[src/design/vco_cal_regs.svh]
// Register offsets, field positions, reset values and timing counts for the oscillator calibration block.
// Operation
// The trim register holds a seven-bit oscillator trim code in bits 6 to 0, and that code sets the oscillator frequency.
// Once calibration has run, the chosen trim code reads back from the trim register, and software may write it back on later power-ups.
// Software neither reads nor writes the trim register while calibration is enabled and done is still low.
// Software sets the synthesizer reset bit before programming the synthesizer and clears it when programming is finished.
// Bit 0 of the calibration control register enables the calibration engine.
// With calibration enabled, the sequence starts when the synthesizer reset bit is written to zero, and not before.
// The engine adjusts the trim code by itself until the oscillator frequency is centred.
// The settling field in bits 6 to 4 resets to 4 and sets the wait after each trim change, with larger codes giving longer waits.
// Software changes the calibration control register only while the synthesizer reset bit is one.
// Done, bit 0 of the read-only status register, goes to one when calibration has finished.
// With calibration disabled, done still reads one to show that calibration was skipped.
// The status register is read-only, and its bits 7 to 1 read as zero.
// Software writes reserved bits only with zero.
// After reset the calibration control register holds 0x40.
// After reset the synthesizer reset register holds 0x00.
// Setting the synthesizer reset bit aborts calibration and clears done until a new calibration or skip completes.
// Each settling code maps to a fixed number of cycles, and the engine waits that many cycles after every trim update; the last LSB drop gets no wait.
`ifndef VCO_CAL_REGS_SVH
`define VCO_CAL_REGS_SVH
`define ADDR_TRIM 8'h59
`define ADDR_SYNTH_RESET 8'h5c
`define ADDR_CAL_CTRL 8'h5d
`define ADDR_CAL_STATUS 8'h5e
`define SYNTH_RESET_RST 8'h00
`define CAL_CTRL_RST 8'h40
`define TRIM_RST 7'h00
`define TRIM_MID 7'h40
`define BIT_HOLD 0
`define BIT_CAL_EN 0
`define BIT_DONE 0
`define STL_HI 6
`define STL_LO 4
`define TRIM_HI 6
`define SETTLE_BASE_NS 1600
`define CLK_PERIOD_NS 100
`define SETTLE_BASE_CYC ((`SETTLE_BASE_NS + `CLK_PERIOD_NS - 1) / `CLK_PERIOD_NS)
`endif

[src/design/vco_cal_pkg.sv]
// Types shared by the oscillator calibration block.
`default_nettype none
package vco_cal_pkg;
  typedef struct packed {
    logic wr;
    logic rd;
    logic [7:0] addr;
    logic [7:0] wdata;
  } reg_req_t;
  typedef enum logic [2:0] {
    ST_IDLE = 3'b000,
    ST_SETTLE = 3'b001,
    ST_JUDGE = 3'b010,
    ST_DONE = 3'b011
  } cal_state_t;
endpackage
`default_nettype wire

[src/design/osc_cal_control.sv]
// Register file and successive-approximation engine for oscillator trim calibration.
`include "vco_cal_regs.svh"
`default_nettype none
module osc_cal_engine (
  input wire logic clk,
  input wire logic rst,
  input wire logic ce,
  input wire vco_cal_pkg::reg_req_t req,
  input wire logic freq_high,
  output logic [7:0] rdata,
  output logic [6:0] osc_trim_code,
  output logic synth_reset_hold,
  output logic osc_cal_complete,
  output logic cal_busy
);
  logic hold_ff;
  logic nxt_hold;
  logic [7:0] ctrl_ff;
  logic [7:0] nxt_ctrl;
  logic [6:0] trim_ff;
  logic [6:0] nxt_trim;
  logic [6:0] probe_ff;
  logic [6:0] nxt_probe;
  logic done_ff;
  logic nxt_done;
  logic [7:0] rdata_ff;
  logic [7:0] nxt_rdata;
  logic busy_ff;
  logic nxt_busy;
  logic fhi_s1_ff;
  logic fhi_s2_ff;
  logic fhi_s3_ff;
  logic fhi_ff;
  logic nxt_fhi;
  vco_cal_pkg::cal_state_t state_ff;
  vco_cal_pkg::cal_state_t nxt_state;
  logic settle_load;
  logic settle_expired;
  logic hold_release;
  logic cal_en;
  logic [11:0] settle_seen_ff;
  logic [11:0] nxt_settle_seen;

  assign cal_en = ctrl_ff[`BIT_CAL_EN];
  // Only a write of zero while the hold bit is set starts work; rewriting zero does nothing.
  assign hold_release = req.wr && (req.addr == `ADDR_SYNTH_RESET) &&
                        !req.wdata[`BIT_HOLD] && hold_ff;

  // The timer stays a separate module so its width can follow the longest settling code.
  settle_timer u_settle (
    .clk(clk),
    .rst(rst),
    .ce(ce),
    .load(settle_load),
    .sel(ctrl_ff[`STL_HI:`STL_LO]),
    .expired(settle_expired)
  );

  // The comparator output comes from the analog loop, so it is synchronised first.
  always_comb
  begin
    nxt_fhi = fhi_ff;
    if (fhi_s2_ff == fhi_s3_ff)
      nxt_fhi = fhi_s3_ff;
  end

  // Only the second stage reads the first, so nothing acts on a value that may be metastable.
  always_ff @(posedge clk)
  begin
    if (rst)
    begin
      fhi_s1_ff <= 1'b0;
      fhi_s2_ff <= 1'b0;
      fhi_s3_ff <= 1'b0;
      fhi_ff <= 1'b0;
    end
    else if (ce)
    begin
      fhi_s1_ff <= freq_high;
      fhi_s2_ff <= fhi_s1_ff;
      fhi_s3_ff <= fhi_s2_ff;
      fhi_ff <= nxt_fhi;
    end
  end

  // Register writes and the engine share the trim register; the engine wins while busy.
  always_comb
  begin
    nxt_hold = hold_ff;
    nxt_ctrl = ctrl_ff;
    nxt_trim = trim_ff;
    nxt_probe = probe_ff;
    nxt_done = done_ff;
    nxt_state = state_ff;
    nxt_busy = busy_ff;
    nxt_rdata = 8'h00;
    settle_load = 1'b0;
    if (req.wr)
    begin
      unique case (req.addr)
        `ADDR_SYNTH_RESET: nxt_hold = req.wdata[`BIT_HOLD];
        `ADDR_CAL_CTRL: nxt_ctrl = req.wdata;
        `ADDR_TRIM: if (!busy_ff) nxt_trim = req.wdata[`TRIM_HI:0];
        default: ;
      endcase
    end
    if (req.rd)
    begin
      unique case (req.addr)
        `ADDR_SYNTH_RESET: nxt_rdata = {7'h00, hold_ff};
        `ADDR_CAL_CTRL: nxt_rdata = ctrl_ff;
        `ADDR_TRIM: nxt_rdata = {1'b0, trim_ff};
        `ADDR_CAL_STATUS: nxt_rdata = {7'h00, done_ff};
        default: nxt_rdata = 8'h00;
      endcase
    end
    unique case (state_ff)
      vco_cal_pkg::ST_IDLE:
      begin
        if (hold_release)
        begin
          if (cal_en)
          begin
            // Start with the MSB probe at mid-scale.
            nxt_trim = `TRIM_MID;
            nxt_probe = `TRIM_MID;
            nxt_busy = 1'b1;
            settle_load = 1'b1;
            nxt_state = vco_cal_pkg::ST_SETTLE;
          end
          else
          begin
            nxt_done = 1'b1;
            nxt_state = vco_cal_pkg::ST_DONE;
          end
        end
      end
      vco_cal_pkg::ST_SETTLE:
      begin
        if (settle_expired)
          nxt_state = vco_cal_pkg::ST_JUDGE;
      end
      vco_cal_pkg::ST_JUDGE:
      begin
        // Frequency too high means the probed bit is dropped again.
        if (fhi_ff)
          nxt_trim = trim_ff & ~probe_ff;
        if (probe_ff == 7'h01)
        begin
          if (fhi_ff)
            nxt_trim = trim_ff & ~probe_ff;
          nxt_busy = 1'b0;
          nxt_done = 1'b1;
          nxt_state = vco_cal_pkg::ST_DONE;
        end
        else
        begin
          nxt_trim = (fhi_ff ? (trim_ff & ~probe_ff) : trim_ff) | (probe_ff >> 1);
          nxt_probe = probe_ff >> 1;
          settle_load = 1'b1;
          nxt_state = vco_cal_pkg::ST_SETTLE;
        end
      end
      vco_cal_pkg::ST_DONE: ;
      default: nxt_state = vco_cal_pkg::ST_IDLE;
    endcase
    // Setting the hold bit aborts whatever the engine was doing.
    if (nxt_hold)
    begin
      nxt_done = 1'b0;
      nxt_busy = 1'b0;
      nxt_state = vco_cal_pkg::ST_IDLE;
    end
  end

  always_ff @(posedge clk)
  begin
    if (rst)
    begin
      // Only the hold bit of the reset register is stored; the rest reads as zero.
      hold_ff <= 1'(`SYNTH_RESET_RST);
      ctrl_ff <= `CAL_CTRL_RST;
      trim_ff <= `TRIM_RST;
      probe_ff <= 7'h00;
      done_ff <= 1'b0;
      busy_ff <= 1'b0;
      rdata_ff <= 8'h00;
      state_ff <= vco_cal_pkg::ST_IDLE;
    end
    else if (ce)
    begin
      hold_ff <= nxt_hold;
      ctrl_ff <= nxt_ctrl;
      trim_ff <= nxt_trim;
      probe_ff <= nxt_probe;
      done_ff <= nxt_done;
      busy_ff <= nxt_busy;
      rdata_ff <= nxt_rdata;
      state_ff <= nxt_state;
    end
  end

  assign rdata = rdata_ff;
  assign osc_trim_code = trim_ff;
  assign synth_reset_hold = hold_ff;
  assign osc_cal_complete = done_ff;
  assign cal_busy = busy_ff;

  // Shadow count of the cycles spent settling, kept apart from the timer so that a wrong
  // load value or a wrapped count shows up as a mismatch rather than a silent short wait.
  always_comb
  begin
    nxt_settle_seen = 12'h000;
    if (state_ff == vco_cal_pkg::ST_SETTLE)
      nxt_settle_seen = settle_seen_ff + 12'h001;
  end

  always_ff @(posedge clk)
  begin
    if (rst)
      settle_seen_ff <= 12'h000;
    else if (ce)
      settle_seen_ff <= nxt_settle_seen;
  end
endmodule
`default_nettype wire

[src/design/settle_timer.sv]
// Down-counter that times the settling wait for one settling code.
`include "vco_cal_regs.svh"
`default_nettype none
module settle_timer (
  input wire logic clk,
  input wire logic rst,
  input wire logic ce,
  input wire logic load,
  input wire logic [2:0] sel,
  output logic expired
);
  // Twelve bits hold the longest wait of code 7 without wrapping it to zero.
  logic [11:0] cnt_ff;
  logic [11:0] nxt_cnt;

  // The wait doubles per code step, so larger codes are strictly longer.
  always_comb
  begin
    nxt_cnt = cnt_ff;
    if (load)
      nxt_cnt = 12'(`SETTLE_BASE_CYC) << sel;
    else if (cnt_ff != 12'h000)
      nxt_cnt = cnt_ff - 12'h001;
  end

  always_ff @(posedge clk)
  begin
    if (rst)
      cnt_ff <= 12'h000;
    else if (ce)
      cnt_ff <= nxt_cnt;
  end

  assign expired = (cnt_ff == 12'h001);
endmodule
`default_nettype wire

[config.mk]
export PLATFORM = sky130hd
export DESIGN_NAME = osc_cal_engine
export DESIGN_NICKNAME = d
export VERILOG_FILES = /design/src/design/vco_cal_pkg.sv /design/src/design/osc_cal_control.sv /design/src/design/settle_timer.sv
export VERILOG_INCLUDE_DIRS = /design/src /design/src/design
export SDC_FILE = /design/constraint.sdc
export NUM_CORES = 1
export LEC_CHECK = 0
export ABC_AREA = 0
export BUFFER_PORTS_ARGS = -buffer_cell sky130_fd_sc_hd__buf_2
export CORE_ASPECT_RATIO = 0.7
export CORE_UTILIZATION = 52
export DETAILED_ROUTE_END_ITERATION = 8
export HOLD_SLACK_MARGIN = 0.08
export PLACE_DENSITY = 0.76
export SYNTH_ARGS = -nofsm -noshare
export SYNTH_HDL_FRONTEND = slang
export SYNTH_HIERARCHICAL = 1
export SYNTH_SLANG_ARGS = --single-unit
export TNS_END_PERCENT = 50
[constraint.sdc]
create_clock -name clk -period 2.65 [get_ports clk]
set_input_delay 0.6625 -clock clk [delete_from_list [all_inputs] [get_ports clk]]
set_output_delay 0.6625 -clock clk [all_outputs]
set_load 0.01 [all_outputs]
==> run summary <==
Mapped Avg Cell Area = 8.38 sq um
Crit path time final = 2.45 ns
Worst-case clock buffer depth = 2
Residual DRC count = 0
Crit path largest cell delay = 0.32 ns
Multi-input logic area = 1860 sq um
Nets@finish = 431
Top cells by area, synth = dfxtp_1 (34%), mux2i_1 (6.0%), a21oi_1 (5.6%), o21ai_0 (4.6%), nand2_1 (4.0%)
Wire per inst = 16.1 microns
Number of detailed-route iterations in the first pass = 5
Gate power share = 41.0%
Clk pin slew, worst setup/hold paths = 0.10 ns
Clock Latency Late Sink = 0.31 ns
Start of the worst register-to-register path = probe_ff[3]$_SDFFE_PP0P_
Setup crit start = req[13]
Root Buffer = clkbuf_8
Vias = 2944
Leakage = 1.33 nW
Internal power = 1.52 mW
Yosys cell types = 63
Pwr Density = 718 nW/um^2
EDFF count, synth = 0
Hold Path Sink = rdata[2]$_SDFFE_PP0P_
Die area = 6120 sq um
Grt ovf = 0
Die Height = 65.7 microns
Worst Hold Class = flop to flop
Final WL = 7.71 mm
Via-to-Cell Ratio = 6.15
Hold Path Depth = 2
Layout fillers = 460
Leading area contributor after synthesis = dfxtp_1
Initial antenna violation count = 0
Core box area = 5420 sq um
Crit-path max FO = 8
Flops & latches, synth = 51
Critical-path cell list = buf_2, nand4bb_1, nor4b_4, nand2_1, nand2_1, nand2b_1, o41ai_4, buf_4, or3_1, a21oi_1
CTS Buf Count = 5
Status = completed
Pin count of the biggest net entering global routing = 28
Antenna Nets Post-Route = 0
Prevailing post-synth register cell = dfxtp_1
Area Overhead vs Synth = 14.5%
Final Wtd Congestion = 0.912
Final hold violations = 0
CP startpoint kind = primary input
Non-filler cells, final = 479
Synthesized instance count = 360
NetSw = 0.955 mW
Final Instance Area = 3450 sq um
Vias in the first global route = 2575
Clock share of power = 19.3%
Starting density of the core = 55.7%
FFs w/ async S/R, synth = 0%
Top Ports = 40
Layout cell share with drive strength beyond 1 = 22.6%
Slowest stage cell, crit path = nor4b_4
Drt initial violations = 362
VDD IR max = 0.311 mV
WP data arrival = 2.69 ns
FF-to-FF path depth = 8
Top cell type's share of synthesized area = 33.8%
Sequential cell area = 1020 sq um
Slew headroom = 59.8%
Chip Width = 93.1 microns
Crit end category = flop
Placed cells = 469
Hold-fix buffers at CTS = 0
RSZ-0062 raised after global routing = no
Placed Area = 3340 sq um
Reg-to-reg slack, setup = 0.32 ns
First-pass GRT wire length = 12.5 mm
Clock Skew = 0.0113 ns
CTS tree = done
Final core utilization = 63.7%
Total GRT Usage = 26.2%
Final worst-path cycle share = 92.5%
Synthesized Nets = 385
H-tree depth = 2
Number of max-cap violations = 0
Post-synthesis sequential area ratio = 33.8%
Share of power burned in registers = 39.7%
Synth Cell Area = 3020 sq um
Yosys warns = 6
Net Sw Frac = 38.5%
Port Buffer Count = 39
# diodes = 0
Required @ worst endpoint = 2.89 ns
Critical setup path kind = primary input to flop
Resized cells post-CTS = 0
RR Endpoint = u_settle/cnt_ff[5]$_SDFFE_PP0P_
Slew @ Worst Pin = 0.601 ns
Hpwl dp = 5.47 mm
# setup viols final = 0
FP Rows = 22
Max Freq = 408 MHz
Cell mode on critical path = nand2_1
Hold Crit Start = rdata[2]$_SDFFE_PP0P_
Slew Limit Fails = 0
Clk sinks = 51
flip-flops by register name, summed over array words and instances (netlist names), 2 cells and up:
name             cells
probe_ff             7
ctrl_ff              8
osc_trim_code        7
state_ff             2
rdata                8
u_settle/cnt_ff     12
power groups by stage:
stage | sequential, mW | combinational, mW | clock [mW]
final | 0.985 | 1.02 | 0.479
after global routing | 0.997 | 1.09 | 0.513
after global placement | 0.991 | 0.937 | 0
after CTS | 0.977 | 0.955 | 0.483
after detailed placement | 0.996 | 0.951 | 0
after floorplan | 0.942 | 0.781 | 0
Yosys cell counts, drive strengths merged (4+ instances only):
master / count
nand2b: 10
nor4b: 4
nor2b: 4
o221a: 6
nor4: 6
o21ai: 30
mux2: 8
inv: 12
nand4: 7
buf: 5
nor2: 32
or4: 6
a21oi: 34
mux2i: 18
nor3: 9
clkbuf: 15
nand2: 32
dfxtp: 51
a211oi: 8
nand3: 11
per-layer routing:
metal | global-route usage [%] | vias up | share of wire (%)
met2 | 39.2 | 142 | 41
met1 | 38.4 | 1350 | 49
met3 | 4.75 | 13 | 8.1
li1 | - | 1439 | -
met5 | 0 | - | 0
met4 | 7.12 | 0 | 1.3
what timing repair did:
action,4_1_cts,5_1_grt
hold endpoints to repair,0,0
setup buffers,0,2
setup endpoints to repair,0,1
worst max-delay path, delay by kind of cell:
kind,cells,cell delay (ns)
buffers and inverters,2,0.28
AND/OR/NAND/NOR,6,1.48
AO/OA/AOI/OAI,2,0.25
logic make-up after synthesis:
| group | after synthesis | share of synthesized area, % |
|---|---|---|
| fa+ha+maj | 3 | 1.24 |
| compound gates | 107 | 24.3 |
| simple gates | 141 | 27.0 |
| buf+inv | 32 | 4.60 |
| mux | 26 | 8.96 |
| flops | 51 | 33.8 |
cells in the final DEF (no fill, tap or decap), types with 6 or more instances in the layout:
| master | count |
|---|---|
| nand2b_1 | 10 |
| clkbuf_8 | 6 |
| nor3_1 | 9 |
| nand3_1 | 11 |
| mux2i_1 | 18 |
| dfxtp_1 | 51 |
| inv_1 | 12 |
| o21ai_0 | 28 |
| mux2_2 | 8 |
| nand4_1 | 6 |
| nand2_1 | 32 |
| a21oi_1 | 34 |
| nor2_1 | 32 |
| buf_4 | 20 |
| buf_2 | 39 |
stage by stage:
| step | setup TNS [ns] | setup WS (ns) | power (mW) | hold slack, ns |
|---|---|---|---|---|
| floorplan | 0 | 0.120 | 1.72 | 0.451 |
| global placement | 0 | 0.0433 | 1.93 | 0.430 |
| detailed placement | -0.121 | -0.0584 | 1.95 | 0.441 |
| CTS | 0 | 0.205 | 2.41 | 0.464 |
| global route | 0 | 0.0594 | 2.60 | 0.492 |
| finish | 0 | 0.199 | 2.48 | 0.461 |
worst max-delay path by stage:
stage	to	slack (ns)	cells after the start
global route	u_settle/cnt_ff[3]$_SDFFE_PP0P_	0.06	10
finish	u_settle/cnt_ff[1]$_SDFFE_PP0P_	0.20	10
CTS	u_settle/cnt_ff[8]$_SDFFE_PP0P_	0.20	9
global placement	u_settle/cnt_ff[9]$_SDFFE_PP0P_	0.04	9
floorplan	u_settle/cnt_ff[9]$_SDFFE_PP0P_	0.12	10
detailed placement	u_settle/cnt_ff[8]$_SDFFE_PP0P_	-0.06	10
area by class of cell:
class,count,area share (%)
clock buffers,7,2.50
clock inverters,1,0.254
inverters,12,1.30
multi-input cells,277,53.8
flip-flops and latches,51,29.6
well taps,72,2.61
repair buffers,59,10.0
Note: power is estimated with default switching activity, not from simulation.
